## config.mk

```make
export PLATFORM = sky130hd
export DESIGN_NAME = sac_device_flat
export DESIGN_NICKNAME = d
export VERILOG_FILES = /design/src/verilog/sac_pkg.sv /design/src/verilog/sac_link_if.sv /design/src/verilog/sac_device.sv /design/src/flat_wrapper.sv
export VERILOG_INCLUDE_DIRS = /design/src /design/src/verilog
export SDC_FILE = /design/constraint.sdc
export NUM_CORES = 1
export LEC_CHECK = 0
export ABC_AREA = 1
export BUFFER_PORTS_ARGS = -buffer_cell sky130_fd_sc_hd__buf_2
export CAP_MARGIN = 5
export CORE_UTILIZATION = 35
export CTS_CLUSTER_DIAMETER = 200
export CTS_CLUSTER_SIZE = 28
export DETAILED_ROUTE_END_ITERATION = 6
export HOLD_SLACK_MARGIN = 0.02
export PLACE_DENSITY_LB_ADDON = 0.05
export SYNTH_ARGS = -nofsm -noshare
export SYNTH_HDL_FRONTEND = slang
export SYNTH_SLANG_ARGS = --single-unit
```

## constraint.sdc

```tcl
create_clock -name clk_sys -period 1.8 [get_ports clk_sys]
set_input_delay 0.09 -clock clk_sys [delete_from_list [all_inputs] [get_ports clk_sys]]
set_output_delay 0.09 -clock clk_sys [all_outputs]
set_load 0.1 [all_outputs]
```

## src/verilog/sac_regs.svh

```systemverilog
// Constants for the serial attenuator control link.
// Assumes inclusion by both ends; the package does not include it.
`ifndef SAC_REGS_SVH
`define SAC_REGS_SVH
`define SAC_FRAME_BITS      16
`define SAC_BYTE_BITS       8
`define SAC_CH1_CODE        8'h00
`define SAC_CH2_CODE        8'h01
`define SAC_CH3_CODE        8'h02
`define SAC_FINE_LAST       8'h5F
`define SAC_COARSE_FIRST    8'h60
`define SAC_MUTE_FIRST      8'h7F
`define SAC_COARSE_BASE_HDB 8'h60
`define SAC_MUTE_HDB        8'hC8
`define SAC_CLK_DIV         5'h04
`define SAC_CNT_ONE         5'h01
`define SAC_BIT_LAST        5'h0F
`endif

```

## src/verilog/sac_pkg.sv

```systemverilog
// Types shared by both ends of the serial attenuator control link.
// Assumes sac_regs.svh for constants.
package sac_pkg;
   typedef logic [7:0] sac_byte_t;
   typedef logic [7:0] sac_hdb_t;
   typedef enum logic [1:0] {SAC_IDLE, SAC_LOW, SAC_HIGH, SAC_DONE} sac_host_e;
endpackage : sac_pkg

```

## src/verilog/sac_link_if.sv

```systemverilog
// Four-wire link between host and attenuator.
// Assumes a testbench joins the two modports.
`timescale 1ns/100ps
interface sac_link_if;
   logic sclk;
   logic sdata;
   logic latch_n;
   logic chain_out;
   modport host   (output sclk, output sdata, output latch_n,
                   input chain_out);
   modport device (input sclk, input sdata, input latch_n,
                   output chain_out);
endinterface : sac_link_if

```

## src/verilog/sac_device.sv

```systemverilog
// Attenuator end: shift register, latch and channel decode.
// Assumes link pins are asynchronous to clk_sys and sampled here.
//
// Summary of operation
// - Sample data on each serial clock rise.
// - Shift only while latch line is low.
// - Previous frame shifts out the chain output.
// - Host raises latch after all bits.
// - Host holds latch low whole frame.
// - Channel byte precedes attenuation byte.
// - Each byte is sent MSB first.
// - Codes 0 and 1 select channels.
// - Codes to 0x5F give half-dB steps.
// - From 0x60, 48 dB plus 1 dB steps.
// - Codes 0x7F and above mute channel.
// - Power-up mutes every channel.
// - Unknown channel codes change nothing.
// - Mute applies directly from any setting.
// - Chain of n needs 16n bits.
// - Only addressed channel changes setting.
`timescale 1ns/100ps
`include "sac_regs.svh"
module sac_device
   import sac_pkg::*;
(
   input  wire logic     clk_sys,
   input  wire logic     rst,
   input  wire logic     clk_en,
   sac_link_if.device    link,
   output logic [7:0]    ch1_hdb,
   output logic [7:0]    ch2_hdb,
   output logic          ch1_mute,
   output logic          ch2_mute,
   output logic          frame_taken
);
   // Half-dB attenuation from a code.
   function automatic sac_hdb_t code_to_hdb(input sac_byte_t code);
      sac_byte_t step;
      step = code - `SAC_COARSE_FIRST;
      if (code <= `SAC_FINE_LAST) begin
         code_to_hdb = code;
      end else if (code < `SAC_MUTE_FIRST) begin
         // Coarse codes step 1 dB.
         code_to_hdb = `SAC_COARSE_BASE_HDB + {step[6:0], 1'b0};
      end else begin
         code_to_hdb = `SAC_MUTE_HDB;
      end
   endfunction : code_to_hdb

   logic [2:0]  sclk_sy;
   logic [2:0]  sdat_sy;
   logic [2:0]  lat_sy;
   logic        sclk_st_reg, sclk_st_next;
   logic        lat_st_reg,  lat_st_next;
   logic [15:0] shift_reg,   shift_next;
   logic        dout_reg,    dout_next;
   logic [7:0]  h1_reg, h1_next, h2_reg, h2_next;
   logic        m1_reg, m1_next, m2_reg, m2_next;
   logic        tk_reg, tk_next;
   logic        sclk_ok, lat_ok;

   assign sclk_ok = (sclk_sy[1] == sclk_sy[2]);
   assign lat_ok  = (lat_sy[1] == lat_sy[2]);

   always_ff @(posedge clk_sys or posedge rst) begin
      if (rst) begin
         sclk_sy <= 3'h0;
         sdat_sy <= 3'h0;
         lat_sy  <= 3'h7;
      end else if (clk_en) begin
         sclk_sy <= {sclk_sy[1:0], link.sclk};
         sdat_sy <= {sdat_sy[1:0], link.sdata};
         lat_sy  <= {lat_sy[1:0], link.latch_n};
      end
   end

   always_comb begin
      sclk_st_next = sclk_ok ? sclk_sy[2] : sclk_st_reg;
      lat_st_next  = lat_ok ? lat_sy[2] : lat_st_reg;
      shift_next   = shift_reg;
      dout_next    = dout_reg;
      h1_next      = h1_reg;
      h2_next      = h2_reg;
      m1_next      = m1_reg;
      m2_next      = m2_reg;
      tk_next      = 1'b0;
      // Shift on a filtered clock rise inside a frame.
      if (sclk_st_next && !sclk_st_reg && !lat_st_reg) begin
         dout_next  = shift_reg[15];
         shift_next = {shift_reg[14:0], sdat_sy[2]};
      end
      if (lat_st_next && !lat_st_reg) begin
         tk_next = 1'b1;
         // Upper byte is the channel code, lower the attenuation.
         if (shift_reg[15:8] == `SAC_CH1_CODE) begin
            h1_next = code_to_hdb(shift_reg[7:0]);
            m1_next = (shift_reg[7:0] >= `SAC_MUTE_FIRST);
         end else if (shift_reg[15:8] == `SAC_CH2_CODE) begin
            h2_next = code_to_hdb(shift_reg[7:0]);
            m2_next = (shift_reg[7:0] >= `SAC_MUTE_FIRST);
         end
         // Other codes, including the third channel, leave all alone.
      end
   end

   always_ff @(posedge clk_sys or posedge rst) begin
      if (rst) begin
         sclk_st_reg <= 1'b0;
         lat_st_reg  <= 1'b1;
         shift_reg   <= 16'h0000;
         dout_reg    <= 1'b0;
         h1_reg      <= `SAC_MUTE_HDB;
         h2_reg      <= `SAC_MUTE_HDB;
         m1_reg      <= 1'b1;
         m2_reg      <= 1'b1;
         tk_reg      <= 1'b0;
      end else if (clk_en) begin
         sclk_st_reg <= sclk_st_next;
         lat_st_reg  <= lat_st_next;
         shift_reg   <= shift_next;
         dout_reg    <= dout_next;
         h1_reg      <= h1_next;
         h2_reg      <= h2_next;
         m1_reg      <= m1_next;
         m2_reg      <= m2_next;
         tk_reg      <= tk_next;
      end
   end

   assign link.chain_out = dout_reg;
   assign ch1_hdb        = h1_reg;
   assign ch2_hdb        = h2_reg;
   assign ch1_mute       = m1_reg;
   assign ch2_mute       = m2_reg;
   assign frame_taken    = tk_reg;
endmodule : sac_device

```

## src/flat_wrapper.sv

```systemverilog
// flat-port wrapper written by rule: the top's interface ports become plain ports
module sac_device_flat import sac_pkg::*;
  (clk_sys, rst, clk_en, ch1_hdb, ch2_hdb, ch1_mute, ch2_mute, frame_taken, link_sclk, link_sdata, link_latch_n, link_chain_out);
  sac_link_if link_i ();
  input  wire logic clk_sys;
  input  wire logic rst;
  input  wire logic clk_en;
  output logic [7:0] ch1_hdb;
  output logic [7:0] ch2_hdb;
  output logic ch1_mute;
  output logic ch2_mute;
  output logic frame_taken;
  input wire logic [$bits(link_i.sclk)-1:0] link_sclk;
  input wire logic [$bits(link_i.sdata)-1:0] link_sdata;
  input wire logic [$bits(link_i.latch_n)-1:0] link_latch_n;
  output wire logic [$bits(link_i.chain_out)-1:0] link_chain_out;
  assign link_i.sclk = link_sclk;
  assign link_i.sdata = link_sdata;
  assign link_i.latch_n = link_latch_n;
  assign link_chain_out = link_i.chain_out;
  sac_device u_core (.clk_sys(clk_sys), .rst(rst), .clk_en(clk_en), .link(link_i), .ch1_hdb(ch1_hdb), .ch2_hdb(ch2_hdb), .ch1_mute(ch1_mute), .ch2_mute(ch2_mute), .frame_taken(frame_taken));
endmodule
```

==> results.cfg, run 1 <==
[cells_and_area]
area.growth.synth_to_final_pct = 14.7
post_layout_nonfiller_instances = 363
final_cell_area_um2 = 2510
antennaDiodeCount = 0
nets = 296
layout-drive-gt1-share_pct = 24.7
largest_register_ff_count = 16

[timing]
layout_worst_path_cycle_share_pct = 79.7
clock.fmax_ghz = 0.697
timing.final.crit_period_ps = 1430
fin_setup_tns_ps = 0
rsz0062_at_grt = no
post-route-worst-setup-slack_ps = 365
skew_ps = 7.96
report.final.slew_viol_count = 0
finalHoldViolCount = 0
worst_pin_slew_ps = 593
report.final.setup_viol = 0
maxSlewHeadroom_pct = 60.5

[yosys]
synth-seq-cells = 47
synth-simple-area-share_pct = 29.0
yosys.area.top_type = sky130_fd_sc_hd__dfrtp_1
yosys-mux-area-fraction_pct = 0
post_synth.cell_area_avg_um2 = 8.62
synthMostInstantiatedCell = sky130_fd_sc_hd__nand2_1
synth_cell_type_count = 26
synth-compound-area-share_pct = 8.57
yosys.area_share.xor_xnor_pct = 0
yosysWarnings = 0
synth.top_cells.by_count = 97 x sky130_fd_sc_hd__nand2_1, 35 x sky130_fd_sc_hd__dfrtp_1, 20 x sky130_fd_sc_hd__nand3_1
postSynthCellCount = 254
main_combinational_cell_family_by_area_after_synthesis = simple AND/OR/NAND/NOR gates
post_synth_fa_ha_maj_area_fraction_pct = 1.71
synth_edf_count = 0
netlist.area_leader.share_pct = 40.0
synth_top_flop_cell = sky130_fd_sc_hd__dfrtp_1
post_synth_instance_area_um2 = 2190
synth_sequential_area_ratio_pct = 54.4
netlist_top_cells_area = sky130_fd_sc_hd__dfrtp_1 40%, sky130_fd_sc_hd__nand2_1 17%, sky130_fd_sc_hd__dfstp_2 14%
synth_fp_nets = 263
ys_async_sr_fraction_pct = 100

[clocking]
cts_root_buf = sky130_fd_sc_hd__clkbuf_8
cts_buffer_depth = 2
cts-buffers-inserted = 5
worst_skew_pair.late_latency_ps = 300
cts_sinks = 47
clk_pin_slew_worst_paths_ps = 80
clock_tree.htree_level_count = 2
tritoncts = done

[setup_path]
worstPathArrival_ps = 1620
slowest_delay_ps = 440
reg2regPathDepth = 9
timing.critical_path.required_ps = 1990
r2r_slack_ps = 370
critPathSlowestCell = sky130_fd_sc_hd__dfrtp_1
crit_buf_inv = 2
critPathCaptureType = flop
crit_path_cell_trace = inv_1 > ha_1 > inv_1 > nor2_2 > nand2_1 > nand2_2 > nand2_1 > nand3_1 > nand2_1
cp-start-kind = flop
r2r-end = u_core.ch1_hdb[5]
critical_path_class = reg -> reg
worst_r2r_startpoint = u_core.shift_reg[5]
critical-path-top-cell-by-count = sky130_fd_sc_hd__nand2_1
worstPathMaxFanout = 7
crit_start = u_core.shift_reg[5]
critical-path-top-delay-family = simple AND/OR/NAND/NOR gates

[min_path]
worstHoldPathType = in -> reg
worst_hold_path.endpoint = u_core.frame_taken
worstHoldPathCells = 3
timing.hold.worst.start = clk_en

[power_and_ir_drop]
p_per_area_nw_per_um2 = 1290
power.static_leakage_nw = 1.33
irDropWorstVdd_mv = 0.422
power_total_w = 0.00323

[status]
status = finished, final reports clean

[floorplanning]
die_width_um = 81.1
core_area_um2 = 5990
floorplan.initialDensity_pct = 36.5
die_height_um = 81.1
std_cell_rows = 28
ios = 26
die_area_um2 = 6580

[drt]
vias_per_cell = 4.49
wl_per_cell_um = 11.8
drt.antenna.violating_nets = 0
drc = 0
drt_first_iter_violations = 80
vias = 1629
detail_route.first_pass.iterations = 4
drt_wl_total_um = 4290

[placement]
gpl.final_weighted_congestion = 0.728
place_ws_ps = 363
placement.cell_area_um2 = 2390
placed_cells = 351
port_buffers = 25
place_hpwl_um = 2980

[global_route]
grt_pass1_vias = 1598
number_of_antenna_violations_at_the_first_check_in_global_routing = 0
grt_start_max_net_pins = 48
grt_first_pass_wirelength_um = 7330
overflow = 0
grt_util_all_layers_pct = 14.9

[flow_run]
drv_cap = 0
## logic make-up after synthesis
kind of cell,Yosys count
AND/OR/NAND/NOR,141
buffers and inverters,31
AO/OA/AOI/OAI,32
adder cells (fa/ha/maj),3
flip-flops,47
## layout by cell type (no fill, tap or decap), types with 5 or more instances in the layout
cell type                  netlist  routed
sky130_fd_sc_hd__nand2_1        97      97
sky130_fd_sc_hd__dfrtp_1        35      35
sky130_fd_sc_hd__buf_2           3      25
sky130_fd_sc_hd__nand3_1        20      20
sky130_fd_sc_hd__inv_1          19      18
sky130_fd_sc_hd__o21ai_1        12      12
sky130_fd_sc_hd__dfstp_2        12      12
sky130_fd_sc_hd__a21oi_1         8       8
sky130_fd_sc_hd__nor2_1          8       8
sky130_fd_sc_hd__inv_2           5       6
sky130_fd_sc_hd__o21ai_0         6       6
sky130_fd_sc_hd__clkbuf_8        0       5
## worst reg2reg max path: cells and delay by family, from the launching register on
kind	cells	cell delay [ps]
adders and majority gates	1	130
buffers and inverters	2	130
and+or+nand+nor	6	630
DFF	1	440
## report_power, final
part / leakage [nW] / internal (W) / switching, W
registers: 0.578 / 0.00128 / 0.000181
clock network: 0.0422 / 0.000273 / 0.000337
logic: 0.710 / 0.000331 / 0.000833
## what timing repair did
action,in CTS,in global routing
endpoints found under the hold margin,38,0
setup buffers,0,0
hold buffers,4,0
resized for setup,0,0
## metal layers
layer | global-route usage (%) | share of wire, % | up-vias | wire, µm
met5 | 0 | 0 | - | 0
met4 | 4.82 | 0.33 | 0 | 14
met3 | 4.38 | 3.4 | 2 | 145
met2 | 23.9 | 46 | 21 | 1990
met1 | 19.1 | 50 | 741 | 2140
li1 | - | - | 865 | -
## area by class of cell
class / count / area (µm²)
Tap cell: 75 / 93.8
Multi-Input combinational cell: 176 / 860
Inverter: 24 / 90.1
Clock inverter: 1 / 5.00
Clock buffer: 7 / 76.3
Sequential cell: 47 / 1190
Timing Repair Buffer: 33 / 195
Fill cell: 601 / 3480
## worst max path at each step
stage,cells after the start,slack [ps],to
3_5_place_dp,7,360,u_core.ch1_hdb[0]
3_3_place_gp,7,340,u_core.ch1_hdb[1]
2_1_floorplan,8,450,u_core.ch1_hdb[0]
4_1_cts,7,340,u_core.ch1_hdb[5]
5_1_grt,10,210,u_core.ch1_hdb[6]
6_report,9,370,u_core.ch1_hdb[5]
## per-stage QoR
step / hold WS (ps) / util, %
after global placement: 289 / 39.9
after floorplan: 186 / -
after global routing: 102 / 41.9
after CTS: 85.9 / 41.9
after detailed placement: 288 / 39.9
final: 97.3 / 41.9
Note: power is estimated with default switching activity, not from simulation.
==> run 2: changes to the inputs <==
==> constraint.sdc (replaced) <==
create_clock -name clk_sys -period 1.25 [get_ports clk_sys]
set_input_delay 0.0625 -clock clk_sys [delete_from_list [all_inputs] [get_ports clk_sys]]
set_output_delay 0.0625 -clock clk_sys [all_outputs]
set_load 0.1 [all_outputs]
==> results.cfg, run 2 (synthesized netlist as in run 1, its figures left out) <==
[status]
status = finished with violations
failed_checks = negative setup slack

[clocking]
clock_tree.htree_level_count = 2
clk_pin_slew_worst_paths_ps = 90
worst_skew_pair.late_latency_ps = 300
cts_buffer_depth = 2
tritoncts = done
cts-buffers-inserted = 5
cts_sinks = 47
cts_root_buf = sky130_fd_sc_hd__clkbuf_8

[floorplanning]
std_cell_rows = 28
ios = 26
floorplan.initialDensity_pct = 36.5
die_area_um2 = 6580
die_height_um = 81.1
core_area_um2 = 5990
die_width_um = 81.1

[power_and_ir_drop]
power.static_leakage_nw = 1.59
p_per_area_nw_per_um2 = 1850
power_total_w = 0.00598
irDropWorstVdd_mv = 0.931

[placement]
placement.cell_area_um2 = 2670
place_hpwl_um = 3200
gpl.final_weighted_congestion = 0.802
port_buffers = 25

[setup_path]
crit_buf_inv = 2
critical_path_class = reg -> reg
critPathCaptureType = flop
critPathSlowestCell = sky130_fd_sc_hd__dfrtp_1
worstPathArrival_ps = 1530
worstPathMaxFanout = 7
timing.critical_path.required_ps = 1450
slowest_delay_ps = 410
cp-start-kind = flop
critical-path-top-delay-family = flip-flops
crit_path_cell_trace = inv_2 > ha_4 > inv_2 > nor2_4 > a21oi_4 > nand2_1 > nand3_1 > nand2_1

[timing]
skew_ps = 6.14
report.final.setup_viol = 33
maxSlewHeadroom_pct = 67.7
report.final.slew_viol_count = 0
post-route-worst-setup-slack_ps = -87.0
layout_worst_path_cycle_share_pct = 107
worst_pin_slew_ps = 488
rsz0062_at_grt = yes
clock.fmax_ghz = 0.748
timing.final.crit_period_ps = 1340
finalHoldViolCount = 0
finalHoldWorstSlack_ps = 194

[min_path]
worstHoldPathType = in -> reg

[cells_and_area]
area.growth.synth_to_final_pct = 47.3
fillerInstances = 558
layout_commonest_cell = sky130_fd_sc_hd__nand2_1
antennaDiodeCount = 0
largest_register_ff_count = 16
most-common-layout-cells = 75 x sky130_fd_sc_hd__nand2_1, 35 x sky130_fd_sc_hd__dfrtp_1, 25 x sky130_fd_sc_hd__buf_4
nets = 327
layout-drive-gt1-share_pct = 47.3
final_cell_area_um2 = 3230

[drt]
drt.antenna.violating_nets = 0
vias_per_cell = 4.71
vias = 1856
drc = 0
drt_wl_total_um = 4840
wl_per_cell_um = 12.3
detail_route.first_pass.iterations = 5
drt_first_iter_violations = 40

[flow_run]
drv_cap = 0

[global_route]
grt_pass1_vias = 1790
number_of_antenna_violations_at_the_first_check_in_global_routing = 0
grt_start_max_net_pins = 33
grt_util_all_layers_pct = 15.9
overflow = 0
grt_first_pass_wirelength_um = 7980
==> run 2: cell count changes in the layout (fill, tap and decap cells not counted), moves of 4 or more <==
cell,previous run,this run
sky130_fd_sc_hd__nand3_2,0,7
sky130_fd_sc_hd__buf_4,4,25
sky130_fd_sc_hd__buf_12,0,10
sky130_fd_sc_hd__nand2_2,4,23
sky130_fd_sc_hd__a21oi_1,8,4
sky130_fd_sc_hd__nand2_1,97,75
sky130_fd_sc_hd__a21oi_2,0,4
sky130_fd_sc_hd__nand3_1,20,12
sky130_fd_sc_hd__buf_6,0,5
sky130_fd_sc_hd__buf_2,25,17
sky130_fd_sc_hd__nor2_4,2,7
sky130_fd_sc_hd__nor2_1,8,2
==> run 2: timing repair <==
item,CTS,global route
setup endpoints to repair,29,34
gates resized for setup,30,42
pin swaps,12,9
hold endpoints to repair,13,0
cloned,1,3
hold buffers,4,0
buffers inserted,3,4
==> run 2: layout make-up <==
class | count | area [µm²] | share of cell area (%)
sequential | 47 | 1190 | 36.9
multi-input combinational | 176 | 1080 | 33.4
timing repair buffer | 64 | 634 | 19.7
inverter | 24 | 97.6 | 3.03
tap | 75 | 93.8 | 2.91
clock buffer | 6 | 72.6 | 2.25
clock inverter | 2 | 60.1 | 1.86
==> run 2: worst reg2reg max path, delay by kind of cell, from the launching register on <==
kind / cells / cell delay, ps
flip-flops: 1 / 410
AND/OR/NAND/NOR: 4 / 310
AO/OA/AOI/OAI: 1 / 220
adder cells (fa/ha/maj): 1 / 150
buffers and inverters: 2 / 130
==> run 2: worst paths after layout <==
| kind | start | end | slack, ps | cells after the start |
|---|---|---|---|---|
| setup reg to reg | u_core.shift_reg[5] | u_core.ch2_hdb[4] | -90 | 8 |
| setup / recovery | u_core.shift_reg[5] | u_core.ch2_hdb[4] | -90 | 8 |
| hold reg to reg | u_core.lat_sy[0] | u_core.lat_sy[1] | 470 | 2 |
| hold / removal | clk_en | u_core.lat_sy[1] | 190 | 4 |
| max in group asynchronous | rst | u_core.lat_st_reg | 430 | 4 |
| min in group asynchronous | rst | u_core.ch2_hdb[2] | 270 | 3 |
==> run 2: power breakdown <==
group          internal (W)  switching (W)
combinational      0.000975        0.00161
clock              0.000799       0.000512
sequential          0.00184       0.000243
==> run 2: through the flow <==
stage	TNS (ps)	setup slack, ps	util (%)	std cells
detailed placement	-1620	-121	44.6	371
global placement	-1080	-106	44.6	371
CTS	-1210	-87.4	49.8	387
floorplan	-1030	-96.8	-	254
finish	-1820	-87.0	53.8	394
global route	-4300	-187	53.8	394
==> run 2: metal layers <==
layer / global-route usage, % / up-vias / routed length [µm]
li1: - / 928 / -
met1: 19.6 / 873 / 2180
met2: 27.6 / 42 / 2380
met3: 3.37 / 13 / 143
met4: 5.36 / 0 / 136
met5: 0 / - / 0
==> run 3: changes to the inputs <==
--- a/config.mk
+++ b/config.mk
@@ -7,12 +7,12 @@
 export NUM_CORES = 1
 export LEC_CHECK = 0
 export ABC_AREA = 1
-export BUFFER_PORTS_ARGS = -buffer_cell sky130_fd_sc_hd__buf_2
 export CAP_MARGIN = 5
 export CORE_UTILIZATION = 35
 export CTS_CLUSTER_DIAMETER = 200
 export CTS_CLUSTER_SIZE = 28
 export DETAILED_ROUTE_END_ITERATION = 6
+export DONT_BUFFER_PORTS = 1
 export HOLD_SLACK_MARGIN = 0.02
 export PLACE_DENSITY_LB_ADDON = 0.05
 export SYNTH_ARGS = -nofsm -noshare
==> results.cfg, run 3 (synthesized netlist as in run 1, its figures left out) <==
[setup_path]
critical_path_class = reg -> reg
slowest_delay_ps = 570
worstPathArrival_ps = 1560
timing.critical_path.required_ps = 1450
critPathCaptureType = flop
crit_path_cell_trace = nand4_4 > inv_2 > nand2_4 > nor2_4 > clkinv_4 > nand2_1 > nand2_1
cp-start-kind = flop
worstPathMaxFanout = 11
critPathSlowestCell = sky130_fd_sc_hd__dfstp_2
critical-path-top-cell-by-count = sky130_fd_sc_hd__nand2_1

[timing]
worst_pin_slew_ps = 531
finalHoldWorstSlack_ps = 99.0
rsz0062_at_grt = yes
report.final.slew_viol_count = 0
timing.final.crit_period_ps = 1360
skew_ps = 3.52
post-route-worst-setup-slack_ps = -111
finalHoldViolCount = 0
report.final.setup_viol = 17
maxSlewHeadroom_pct = 64.6
layout_worst_path_cycle_share_pct = 109
clock.fmax_ghz = 0.735

[global_route]
grt_start_max_net_pins = 30
grt_pass1_vias = 1747
number_of_antenna_violations_at_the_first_check_in_global_routing = 0
grt_util_all_layers_pct = 16.7
grt_first_pass_wirelength_um = 8220
overflow = 0

[power_and_ir_drop]
irDropWorstVdd_mv = 0.883
power.static_leakage_nw = 1.55
p_per_area_nw_per_um2 = 1840
power_total_w = 0.00593

[floorplanning]
die_area_um2 = 6580
floorplan.initialDensity_pct = 36.5
ios = 26
std_cell_rows = 28
die_height_um = 81.1
die_width_um = 81.1
core_area_um2 = 5990

[flow_run]
drv_cap = 0

[clocking]
tritoncts = done
worst_skew_pair.late_latency_ps = 300
clock_tree.htree_level_count = 2
cts_sinks = 47
cts_buffer_depth = 2
clk_pin_slew_worst_paths_ps = 90
cts_root_buf = sky130_fd_sc_hd__clkbuf_8
cts-buffers-inserted = 5

[cells_and_area]
finalCoreUtilization_pct = 53.8
layout-drive-gt1-share_pct = 49.4
antennaDiodeCount = 0
post_layout_nonfiller_instances = 389
most-common-layout-cells = 67 x sky130_fd_sc_hd__nand2_1, 38 x sky130_fd_sc_hd__buf_4, 35 x sky130_fd_sc_hd__dfrtp_1
nets = 322
area.growth.synth_to_final_pct = 47.2
layout_commonest_cell = sky130_fd_sc_hd__nand2_1
largest_register_ff_count = 16
final_cell_area_um2 = 3220

[placement]
place_hpwl_um = 3160
port_buffers = 0
placement.cell_area_um2 = 2690
placed_cells = 368
gpl.final_weighted_congestion = 0.749

[status]
failed_checks = negative setup slack
status = finished with violations

[drt]
vias_per_cell = 4.65
drt_wl_total_um = 4820
detail_route.first_pass.iterations = 4
drc = 0
vias = 1808
drt.antenna.violating_nets = 0
drt_first_iter_violations = 71
wl_per_cell_um = 12.4

[min_path]
worstHoldPathType = in -> reg
-- run 3: cell count changes in the layout (fill, tap and decap cells not counted), moves of 3 or more --
cell	before	now
sky130_fd_sc_hd__nand3_2	7	10
sky130_fd_sc_hd__buf_2	17	0
sky130_fd_sc_hd__nand3_1	12	9
sky130_fd_sc_hd__nand2_2	23	29
sky130_fd_sc_hd__nand2_1	75	67
sky130_fd_sc_hd__buf_4	25	38
-- run 3: report_power, final --
part / switching (W) / internal [W] / total, W
registers: 0.000252 / 0.00184 / 0.00209
logic: 0.00173 / 0.00119 / 0.00293
clock network: 0.000521 / 0.000394 / 0.000915
-- run 3: metal layers --
| layer | part of all wire, % | wire, µm | vias up | global-route usage [%] |
|---|---|---|---|---|
| met2 | 48 | 2330 | 29 | 27.1 |
| li1 | - | - | 921 | - |
| met4 | 2.0 | 96 | 0 | 7.32 |
| met1 | 46 | 2240 | 848 | 21.3 |
| met3 | 3.3 | 157 | 10 | 3.82 |
| met5 | 0 | 0 | - | 0 |
-- run 3: cell type report --
class                   instances  area [µm²]
flip-flops and latches         47        1190
repair buffers                 59         636
inverters                      24        97.6
clock buffers                   7        76.3
well taps                      75        93.8
multi-input cells             176        1120
fillers                       582        2770
clock inverters                 1        5.00
-- run 3: what timing repair did --
action,CTS,global route
pin swaps,20,7
resized for setup,34,46
cloned,1,1
endpoints found under the hold margin,54,0
endpoints found under the setup margin,32,41
hold buffers,5,0
buffers inserted,3,3
-- run 3: final timing paths --
| kind | start | endpoint | slack [ps] | depth (start not counted) |
|---|---|---|---|---|
| setup reg to reg | u_core.lat_sy[2] | u_core.ch1_hdb[5] | -110 | 7 |
| min in group asynchronous | rst | u_core.ch1_hdb[0] | 210 | 2 |
| max in group asynchronous | rst | u_core.ch1_mute | 470 | 3 |
| setup / recovery | u_core.lat_sy[2] | u_core.ch1_hdb[5] | -110 | 7 |
| hold / removal | clk_en | u_core.frame_taken | 100 | 4 |
| hold reg to reg | u_core.lat_sy[0] | u_core.lat_sy[0] | 470 | 2 |
-- run 3: per-stage QoR --
| step | setup TNS, ps | setup WS (ps) |
|---|---|---|
| after floorplan | -1030 | -96.8 |
| after global placement | -1270 | -110 |
| after detailed placement | -1520 | -123 |
| after CTS | -1090 | -86.5 |
| after global routing | -3510 | -193 |
| final | -1440 | -111 |
-- run 3: worst max-delay path: cells and delay by family, from the launching register on --
family | cells | cell delay, ps
and+or+nand+nor | 5 | 480
DFF | 1 | 570
buffers and inverters | 2 | 220
